### config.mk
export PLATFORM = sky130hd
export DESIGN_NAME = ccpis_top
export DESIGN_NICKNAME = d
export VERILOG_FILES = /design/src/ccpis_pkg.sv /design/src/ccpis_top.sv
export SDC_FILE = /design/constraint.sdc
export NUM_CORES = 1
export LEC_CHECK = 0
export ABC_CLOCK_PERIOD_IN_PS = 4350
export BUFFER_PORTS_ARGS = -buffer_cell sky130_fd_sc_hd__buf_2
export CAP_MARGIN = 20
export CELL_PAD_IN_SITES_DETAIL_PLACEMENT = 1
export CELL_PAD_IN_SITES_GLOBAL_PLACEMENT = 2
export CORE_MARGIN = 1
export CORE_UTILIZATION = 35
export CTS_CLUSTER_DIAMETER = 50
export CTS_CLUSTER_SIZE = 12
export DETAILED_ROUTE_END_ITERATION = 7
export PLACE_DENSITY_LB_ADDON = 0.1
export SLEW_MARGIN = 20
export SYNTH_ARGS = -nofsm -noshare
export SYNTH_HDL_FRONTEND = slang
export SYNTH_SLANG_ARGS = --single-unit
### constraint.sdc
create_clock -name clk -period 4.35 [get_ports clk]
set_input_delay 0.87 -clock clk [delete_from_list [all_inputs] [get_ports clk]]
set_output_delay 0.87 -clock clk [all_outputs]
set_load 0.01 [all_outputs]
### src/ccpis_pkg.sv
`default_nettype none
package ccpis_pkg;
  // Word indices; byte address is four times the index
  localparam logic [11:0] PWR_STS_IDX = 12'h80A;
  localparam logic [11:0] DBG_STS_IDX = 12'h80B;
  localparam logic [11:0] CC_EN_IDX = 12'h811;
  localparam logic [11:0] PWR_MASK_IDX = 12'h820;
  localparam logic [11:0] DBG_MASK_IDX = 12'h821;
  localparam logic [11:0] CTRL_IDX = 12'h822;
  localparam int IDX_W = 12;
  // Power status bit positions
  localparam int PWR_VBUS_VLD = 7;
  localparam int PWR_VCONN_DERR = 6;
  localparam int PWR_CC2_BD = 5;
  localparam int PWR_VBUS_TMO = 4;
  localparam int PWR_VCONN2_ON = 3;
  localparam int PWR_VCONN1_ON = 2;
  localparam int PWR_CC1_BD = 1;
  localparam int PWR_VCONN_OC = 0;
  // Debug status bit positions
  localparam int DBG_VCONN_DCH = 3;
  localparam int DBG_VBUS_DCH = 2;
  localparam int DBG_CFG1_DONE = 1;
  localparam int DBG_CFG0_DONE = 0;
  // Implemented bits of the 8-bit registers
  localparam logic [7:0] DBG_IMPL = 8'h0F;
  localparam logic [7:0] CC_EN_IMPL = 8'hF3;
  // Control register fields
  localparam int CTL_DFP = 0;
  localparam int CTL_DCH_LO = 1;
  localparam int CTL_VDEB = 3;
  localparam int CTL_TIME_LO = 8;
  localparam logic [31:0] CTRL_IMPL = 32'h0000_FF0F;
  localparam logic [31:0] CTRL_RST = 32'h0000_0000;
  localparam logic [7:0] REG8_RST = 8'h00;
  // Discharge control settings under which errors are tracked
  localparam logic [1:0] DCH_TRACK0 = 2'h0;
  localparam logic [1:0] DCH_TRACK1 = 2'h1;
  // Discharge monitor states, Gray along idle-timing-flagged
  typedef enum logic [1:0] {
    CCPIS_IDLE = 2'b00,
    CCPIS_TIMING = 2'b01,
    CCPIS_FLAGGED = 2'b11
  } ccpis_dch_e;
endpackage
`default_nettype wire

### src/ccpis_top.sv
`timescale 1ns/1ps
`default_nettype none
module ccpis_top #(
  parameter int ADDR_W = 16, // APB address width
  parameter int TIME_W = 8 // Discharge time limit width
) (
  input wire logic clk, // 10 MHz clock
  input wire logic nrst, // Async reset, low
  input wire logic en, // Clock enable
  input wire logic psel, // APB select
  input wire logic penable, // APB access phase
  input wire logic pwrite, // APB direction
  input wire logic [ADDR_W-1:0] paddr, // APB byte address
  input wire logic [31:0] pwdata, // APB write data
  output logic [31:0] prdata, // APB read data
  output logic pready, // APB ready
  output logic pslverr, // APB error
  input wire logic vbus_threshold_match_valid_flag, // Match result valid
  input wire logic vconn_above_limit, // VCONN at/above limit
  input wire logic cc2_backdrive, // CC2 back-drive level
  input wire logic timeout_a, // Timeout_a timeout pulse
  input wire logic vconn2_powering, // Second switch on
  input wire logic vconn1_powering, // First switch on
  input wire logic cc1_backdrive, // CC1 back-drive level
  input wire logic vconn_overcurrent, // Over-current level
  input wire logic vconn_discharging_flag, // VCONN discharge
  input wire logic vbus_discharging_flag, // VBUS discharge
  input wire logic cfg1_done, // Second pin sampled pulse
  input wire logic cfg0_done, // First pin sampled pulse
  input wire logic [7:0] cc_events, // Raw CC interrupt events
  output logic standalone_dfp, // DFP mode from control
  output logic vbus_deb_en, // VBUS debouncer enable
  output logic cc_irq, // Masked CC interrupt
  output logic irq // Combined interrupt level
);

  // Refuse an address too narrow for the register indices
  if (ADDR_W < ccpis_pkg::IDX_W + 2)
  begin : g_chk_addr
    $error("ADDR_W too small");
  end
  if (TIME_W < 1 || TIME_W > 8)
  begin : g_chk_time
    $error("TIME_W must be 1..8");
  end

  // Register state
  logic [7:0] pwr_sts_ff; // Power event status
  logic [7:0] dbg_sts_ff; // Debug event status
  logic [7:0] pwr_mask_ff; // Power interrupt mask
  logic [7:0] dbg_mask_ff; // Debug interrupt mask
  logic [7:0] cc_en_ff; // CC interrupt enable
  logic [31:0] ctrl_ff; // Mode and discharge control
  logic [31:0] prdata_ff; // Registered read data
  logic vdeb_q_ff; // Debouncer enable, last cycle
  logic vld_armed_ff; // Waiting for first valid match
  logic vld_done_ff; // First valid match already reported
  ccpis_pkg::ccpis_dch_e dch_state_ff; // VCONN discharge monitor state
  ccpis_pkg::ccpis_dch_e nxt_dch_state; // Next monitor state
  logic [TIME_W-1:0] dch_cnt_ff; // Cycles spent discharging
  logic cc_irq_ff; // Registered CC interrupt
  logic irq_ff; // Registered combined interrupt

  // Bus decode
  logic [ADDR_W-3:0] word_idx; // Word index from byte address
  logic aligned; // Byte-lane bits are zero
  logic setup_ph; // First cycle of a transfer
  logic access_ph; // Completing cycle of a transfer
  logic hit_pwr_sts; // Power status selected
  logic hit_dbg_sts; // Debug status selected
  logic hit_cc_en; // CC enable selected
  logic hit_pwr_mask; // Power mask selected
  logic hit_dbg_mask; // Debug mask selected
  logic hit_ctrl; // Control selected
  logic hit_any; // Some register selected
  logic wr_strobe; // Write takes effect this edge
  logic [31:0] rd_val; // Read mux output

  // Event sources and control fields
  logic [7:0] pwr_set; // Power bits set this cycle
  logic [7:0] dbg_set; // Debug bits set this cycle
  logic [7:0] pwr_clr; // Power bits cleared by write
  logic [7:0] dbg_clr; // Debug bits cleared by write
  logic dfp_mode; // Standalone DFP selected
  logic [1:0] dch_ctl; // VCONN discharge control setting
  logic dch_track; // Discharge errors are tracked
  logic dch_active; // A tracked discharge is running
  logic [TIME_W-1:0] dch_limit; // Programmed discharge time
  logic deb_rise; // Debouncer enable just went high
  logic vld_event; // First valid match seen
  logic dch_err_set; // Discharge error detected now

  // Address decode; unaligned byte addresses select nothing
  assign word_idx = paddr[ADDR_W-1:2];
  assign aligned = (paddr[1:0] == 2'h0);
  assign setup_ph = psel && !penable;
  assign access_ph = psel && penable;
  assign hit_pwr_sts = aligned && (word_idx == (ADDR_W-2)'(ccpis_pkg::PWR_STS_IDX));
  assign hit_dbg_sts = aligned && (word_idx == (ADDR_W-2)'(ccpis_pkg::DBG_STS_IDX));
  assign hit_cc_en = aligned && (word_idx == (ADDR_W-2)'(ccpis_pkg::CC_EN_IDX));
  assign hit_pwr_mask = aligned && (word_idx == (ADDR_W-2)'(ccpis_pkg::PWR_MASK_IDX));
  assign hit_dbg_mask = aligned && (word_idx == (ADDR_W-2)'(ccpis_pkg::DBG_MASK_IDX));
  assign hit_ctrl = aligned && (word_idx == (ADDR_W-2)'(ccpis_pkg::CTRL_IDX));
  assign hit_any = hit_pwr_sts || hit_dbg_sts || hit_cc_en || hit_pwr_mask || hit_dbg_mask || hit_ctrl;

  // Zero wait states: read data was already latched in the setup cycle
  assign pready = access_ph;
  // Unmapped words answer with an error and change nothing
  assign pslverr = access_ph && !hit_any;
  assign wr_strobe = access_ph && pwrite && hit_any;
  assign prdata = prdata_ff;

  // Read mux; reserved bits read as zero
  always_comb
  begin
    rd_val = 32'h0000_0000; // Unmapped reads return zero
    if (hit_pwr_sts)
      rd_val = 32'(pwr_sts_ff);
    else if (hit_dbg_sts)
      rd_val = 32'(dbg_sts_ff);
    else if (hit_cc_en)
      rd_val = 32'(cc_en_ff);
    else if (hit_pwr_mask)
      rd_val = 32'(pwr_mask_ff);
    else if (hit_dbg_mask)
      rd_val = 32'(dbg_mask_ff);
    else if (hit_ctrl)
      rd_val = ctrl_ff;
  end

  // Read data captured at setup; an event on that same edge shows on the next read
  always_ff @(posedge clk or negedge nrst)
  begin
    if (!nrst)
      prdata_ff <= 32'h0000_0000;
    else if (en && setup_ph && !pwrite)
      prdata_ff <= rd_val;
  end

  // Control register: mode, discharge control, debouncer enable, discharge time
  always_ff @(posedge clk or negedge nrst)
  begin
    if (!nrst)
      ctrl_ff <= ccpis_pkg::CTRL_RST;
    else if (en && wr_strobe && hit_ctrl)
      ctrl_ff <= pwdata & ccpis_pkg::CTRL_IMPL;
  end

  // Control fields
  assign dfp_mode = ctrl_ff[ccpis_pkg::CTL_DFP];
  assign dch_ctl = ctrl_ff[ccpis_pkg::CTL_DCH_LO +: 2];
  assign dch_track = (dch_ctl == ccpis_pkg::DCH_TRACK0) || (dch_ctl == ccpis_pkg::DCH_TRACK1);
  assign dch_limit = ctrl_ff[ccpis_pkg::CTL_TIME_LO +: TIME_W];
  assign standalone_dfp = dfp_mode;
  assign vbus_deb_en = ctrl_ff[ccpis_pkg::CTL_VDEB];

  // Interrupt masks and CC enables; unimplemented bits stay zero
  always_ff @(posedge clk or negedge nrst)
  begin
    if (!nrst)
    begin
      pwr_mask_ff <= ccpis_pkg::REG8_RST;
      dbg_mask_ff <= ccpis_pkg::REG8_RST;
      cc_en_ff <= ccpis_pkg::REG8_RST;
    end
    else if (en && wr_strobe)
    begin
      if (hit_pwr_mask)
        pwr_mask_ff <= pwdata[7:0];
      if (hit_dbg_mask)
        dbg_mask_ff <= pwdata[7:0] & ccpis_pkg::DBG_IMPL;
      if (hit_cc_en)
        cc_en_ff <= pwdata[7:0] & ccpis_pkg::CC_EN_IMPL;
    end
  end

  // First valid match after the debouncer is first enabled; reported once per reset
  assign deb_rise = vbus_deb_en && !vdeb_q_ff;
  assign vld_event = (vld_armed_ff || deb_rise) && !vld_done_ff && vbus_threshold_match_valid_flag;

  // Debouncer enable history and arming
  always_ff @(posedge clk or negedge nrst)
  begin
    if (!nrst)
    begin
      vdeb_q_ff <= 1'b0;
      vld_armed_ff <= 1'b0;
      vld_done_ff <= 1'b0;
    end
    else if (en)
    begin
      vdeb_q_ff <= vbus_deb_en;
      if (vld_event)
      begin
        vld_armed_ff <= 1'b0;
        vld_done_ff <= 1'b1;
      end
      else if (deb_rise && !vld_done_ff)
        vld_armed_ff <= 1'b1;
    end
  end

  // Discharge watched only in standalone DFP with a tracked control setting
  assign dch_active = dfp_mode && dch_track && vconn_discharging_flag;
  // Error once more than the time limit has passed with VCONN still high
  assign dch_err_set = (dch_state_ff == ccpis_pkg::CCPIS_TIMING) && dch_active
    && (dch_cnt_ff == dch_limit) && vconn_above_limit;

  // Monitor next state; FLAGGED means the check is done for this discharge
  always_comb
  begin
    nxt_dch_state = dch_state_ff;
    case (dch_state_ff)
      ccpis_pkg::CCPIS_IDLE:
        if (dch_active)
          nxt_dch_state = ccpis_pkg::CCPIS_TIMING;
      ccpis_pkg::CCPIS_TIMING:
        if (!dch_active)
          nxt_dch_state = ccpis_pkg::CCPIS_IDLE;
        else if (dch_cnt_ff == dch_limit)
          nxt_dch_state = ccpis_pkg::CCPIS_FLAGGED;
      ccpis_pkg::CCPIS_FLAGGED:
        if (!dch_active)
          nxt_dch_state = ccpis_pkg::CCPIS_IDLE;
      default:
        nxt_dch_state = ccpis_pkg::CCPIS_IDLE;
    endcase
  end

  // Monitor state
  always_ff @(posedge clk or negedge nrst)
  begin
    if (!nrst)
      dch_state_ff <= ccpis_pkg::CCPIS_IDLE;
    else if (en)
      dch_state_ff <= nxt_dch_state;
  end

  // Discharge timer in enabled cycles; restarts from zero on each entry
  always_ff @(posedge clk or negedge nrst)
  begin
    if (!nrst)
      dch_cnt_ff <= '0;
    else if (en && dch_state_ff == ccpis_pkg::CCPIS_TIMING)
      dch_cnt_ff <= dch_cnt_ff + TIME_W'(1);
    else if (en)
      dch_cnt_ff <= '0;
  end

  // Sources set while high, so a level source re-sets its bit after a clear
  always_comb
  begin
    pwr_set = ccpis_pkg::REG8_RST;
    pwr_set[ccpis_pkg::PWR_VBUS_VLD] = vld_event;
    pwr_set[ccpis_pkg::PWR_VCONN_DERR] = dch_err_set;
    pwr_set[ccpis_pkg::PWR_CC2_BD] = cc2_backdrive;
    pwr_set[ccpis_pkg::PWR_VBUS_TMO] = timeout_a;
    pwr_set[ccpis_pkg::PWR_VCONN2_ON] = vconn2_powering;
    pwr_set[ccpis_pkg::PWR_VCONN1_ON] = vconn1_powering;
    pwr_set[ccpis_pkg::PWR_CC1_BD] = cc1_backdrive;
    pwr_set[ccpis_pkg::PWR_VCONN_OC] = vconn_overcurrent;
    dbg_set = ccpis_pkg::REG8_RST;
    dbg_set[ccpis_pkg::DBG_VCONN_DCH] = dfp_mode && vconn_discharging_flag;
    dbg_set[ccpis_pkg::DBG_VBUS_DCH] = vbus_discharging_flag;
    dbg_set[ccpis_pkg::DBG_CFG1_DONE] = cfg1_done;
    dbg_set[ccpis_pkg::DBG_CFG0_DONE] = cfg0_done;
  end

  // Write-one-to-clear masks; zeros leave bits alone
  assign pwr_clr = (wr_strobe && hit_pwr_sts) ? pwdata[7:0] : ccpis_pkg::REG8_RST;
  assign dbg_clr = (wr_strobe && hit_dbg_sts) ? pwdata[7:0] : ccpis_pkg::REG8_RST;

  // Power status; a set wins over a clear in the same cycle
  always_ff @(posedge clk or negedge nrst)
  begin
    if (!nrst)
      pwr_sts_ff <= ccpis_pkg::REG8_RST;
    else if (en)
    begin
      pwr_sts_ff <= (pwr_sts_ff & ~pwr_clr) | pwr_set;
      if (!dfp_mode)
        pwr_sts_ff[ccpis_pkg::PWR_VCONN_DERR] <= 1'b0;
    end
  end

  // Debug status; upper nibble reserved, bit 3 exists only in DFP
  always_ff @(posedge clk or negedge nrst)
  begin
    if (!nrst)
      dbg_sts_ff <= ccpis_pkg::REG8_RST;
    else if (en)
    begin
      dbg_sts_ff <= ((dbg_sts_ff & ~dbg_clr) | dbg_set) & ccpis_pkg::DBG_IMPL;
      if (!dfp_mode)
        dbg_sts_ff[ccpis_pkg::DBG_VCONN_DCH] <= 1'b0;
    end
  end

  // Interrupt outputs registered so they never glitch, at one cycle of latency
  always_ff @(posedge clk or negedge nrst)
  begin
    if (!nrst)
    begin
      cc_irq_ff <= 1'b0;
      irq_ff <= 1'b0;
    end
    else if (en)
    begin
      cc_irq_ff <= |(cc_events & cc_en_ff);
      irq_ff <= (|(pwr_sts_ff & pwr_mask_ff)) || (|(dbg_sts_ff & dbg_mask_ff)) || (|(cc_events & cc_en_ff));
    end
  end
  assign cc_irq = cc_irq_ff;
  assign irq = irq_ff;
endmodule
`default_nettype wire

==> summary.txt <==
Status
  • Run status: finished clean

Placement
  • Final weighted congestion of routability-driven global placement: 0.7865
  • Dpl hpwl: 8199 um
  • Total of buffers placed on input and output ports: 77

Pwr
  • Leakage: 2.187 nW
  • Power per cell area: 310.7 mW/mm^2
  • Highest ir drop seen on vdd: 0.1600 mV
  • Overall Power: 0.001412 W

Die
  • Std cell rows: 38
  • Die Wd: 108.0 um
  • Core area: 0.01089 sq mm
  • Starting Density: 0.3608
  • Die Y: 108.0 um
  • Die area: 0.01165 sq mm
  • Top-Level Pins: 112

Clock tree
  • Number of buffers inserted by hold repair at cts: 0
  • Number of buffers created by CTS: 9
  • Worst-Skew Late Latency: 0.35 ns
  • H-Tree Level Count: 3
  • CTS tree: built
  • Number of buffers on the longest clock path: 2
  • Clock Pin Slew Worst Setup and Hold Paths: 0.08 ns
  • Clk Tree Root Cell: clkbuf_8
  • Number of clock sinks seen by CTS: 73
  • Number of setup buffers added after CTS: 0
  • Post-CTS sizing: 0

Route
  • Routed len/inst: 19.78 um
  • Number of DRC markers after the initial detailed-route iteration: 154
  • Mean number of vias per cell: 5.383
  • Remaining DRCs: 0
  • DRT antenna net count: 0
  • Wire length reported by the detailed router: 11350 um
  • DR vias: 3090
  • Router iterations before antenna repair: 4

Critical path
  • Critical path data arrival time: 2.56 ns
  • Cell type with the highest occurrence count on the critical path: buf_2
  • Required time of the worst setup path: 3.48 ns
  • Capture point of the worst reg-to-reg path: irq
  • Maximum cell stage delay along the critical path: 0.60 ns
  • FF-to-FF Start: dbg_sts_ff[3]
  • Top Family by Delay on Critical Path: simple AND/OR/NAND/NOR gates
  • CP Max Fanout: 24
  • Cell with the largest stage delay on the worst path: or3b_2
  • Critical Path End Type: output port
  • Crit path buffers/inverters: 2
  • Depth of the worst register-to-register path: 4
  • Critical Path Start Type: input pin
  • Flop2flop setup slack: 2.89 ns
  • Stages on the worst setup path: 6
  • Critical-path cell list: buf_2 > or3b_2 > o21a_1 > o31ai_1 > a21boi_0 > buf_2
  • Critical path start-end classification: in2out

Layout
  • Antenna cell count: 0
  • Most frequent standard cell in the layout excluding fill and tap cells: buf_2
  • Total Nets Final: 504
  • Fraction of final layout cells sized beyond drive strength 1: 0.3318
  • Fin util: 0.4174
  • Most frequent cells in the layout: buf_2, dfrtp_1, a22o_1
  • P&R area growth vs syn: 15.67%

Yosys
  • Per-instance average area after synthesis: 11.04 sq um
  • Sequential area share after synthesis: 0.4650
  • Post-synthesis cell type with the largest combined area: dfrtp_1
  • Post-synthesis cell count: 356
  • Count of cell types in the netlist: 59
  • FF+latch count, synth: 73
  • Top area cells in the synthesized netlist: dfrtp_1, mux2_2, a22o_1, mux2_4, buf_4
  • Post-synth EDFFs: 0
  • Ys async rst share: 1.000
  • Mapped Area: 0.003929 sq mm
  • Warnings from Yosys: 0
  • Area share of the largest cell type after synthesis: 0.4650
  • Top_reg_cell synth: dfrtp_1

Timing
  • Peak Freq: 291.9 MHz
  • Worst Max-Slew Pin Slew: 0.9505 ns
  • Worst slew margin relative to its limit: 0.3663
  • WHS: 0.4821 ns
  • Fin crit share: 0.7876
  • Number of hold violations in the final report: 0
  • Slew Limit Fails: 0
  • Final setup vio count: 0
  • RSZ-0062 raised after global routing: false
  • Worst clock skew: 0.009580 ns
  • Min cycle time layout: 3.426 ns
  • Accumulated negative setup slack: 0 ns

Global routing
  • Global-route total usage across every layer: 0.2085
  • Antenna violations before repair: 0
  • First-pass GRT wire length: 18300 um
  • Global route overflow: 0
  • Number of global-route vias before repair: 3265
  • Pin count of the biggest net entering global routing: 74

Job
  • Number of max-cap violations: 0

Hold path
  • Min-delay src: cc_irq
  • Worst min-delay path endpoint: cc_irq
  • Worst hold path stage count: 1
  • Class of the tightest hold or removal check: reg2reg
stage by stage:
stage	worst slack (ns)	cell area, sq um	instances
6_report	0.9241	4544	574
5_1_grt	0.7955	4544	574
4_1_cts	0.9297	4544	574
3_5_place_dp	0.9333	4349	558
3_3_place_gp	0.9476	4349	558
2_1_floorplan	1.361	3985	371
flip-flops by register name, indices dropped and copies added, names as in the netlist:
| name | flops |
|---|---|
| prdata | 16 |
| ctrl_ff | 12 |
| dch_cnt_ff | 8 |
| pwr_mask_ff | 8 |
| pwr_sts_ff | 8 |
| cc_en_ff | 6 |
| dbg_mask_ff | 4 |
| dbg_sts_ff | 4 |
| dch_state_ff | 2 |
| cc_irq | 1 |
| irq | 1 |
| vdeb_q_ff | 1 |
| vld_armed_ff | 1 |
| vld_done_ff | 1 |
report_power, final:
part | internal [W] | switching [W]
combinational | 0.0000617 | 0.0000944
clock | 0.000267 | 0.000272
sequential | 0.000700 | 0.0000160
worst reg2reg max path, cell delays in order (launching register included):
cell and delay [ns]:
dfrtp_1 0.43, a22o_1 0.25, a221oi_1 0.27, nand3_1 0.20
o22a_1 0.21
cell families (layout without fill, tap and decap cells):
family | Yosys count | after routing | synth area share
xor+xnor | 10 | 10 | 0.02229
mux | 33 | 33 | 0.1057
compound gates | 81 | 81 | 0.1490
buf+inv | 53 | 116 | 0.08026
simple gates | 104 | 104 | 0.1736
fa+ha+maj | 1 | 1 | 0.003184
flops | 73 | 73 | 0.4650
other cells | 1 | 16 | 0.0009545
how the worst max path moves through the flow:
stage | from | endpoint | slack (ns)
global placement | paddr[2] | pslverr | 0.95
detailed placement | paddr[2] | pslverr | 0.93
finish | paddr[2] | pslverr | 0.92
floorplan | paddr[11] | pslverr | 1.36
global route | paddr[2] | pslverr | 0.80
CTS | paddr[2] | pslverr | 0.93
final cells by class:
type / count / area [sq um]
fill: 1254 / 6344
multi-input combinational: 245 / 1849
sequential: 73 / 1827
timing repair buffer: 84 / 437.9
tap: 140 / 175.2
clock buffer: 10 / 127.6
clock inverter: 6 / 67.56
inverter: 16 / 60.06
layer usage:
metal	share of wire	up-vias	global-route usage
met2	0.44	77	0.3130
met3	0.046	10	0.04159
li1	-	1450	-
met5	0	-	0
met4	0.0082	0	0.04403
met1	0.51	1553	0.3089
synthesized netlist by cell type, types with 3 or more instances:
cell type / n
a21oi_1: 10
a221oi_1: 3
a22o_1: 21
a31oi_1: 10
buf_2: 3
buf_4: 16
buf_6: 3
clkbuf_1: 10
clkbuf_8: 3
dfrtp_1: 73
inv_1: 16
mux2_2: 20
mux2_4: 12
nand2_1: 9
nand2b_1: 5
nand3_1: 12
nand4_1: 11
nor2_1: 14
nor2b_1: 5
nor3_1: 8
nor3b_1: 4
nor4_1: 11
o21a_1: 3
o21ai_0: 14
o2bb2ai_1: 5
o32ai_1: 4
xor2_1: 9
(Power assumes the default switching activity.)
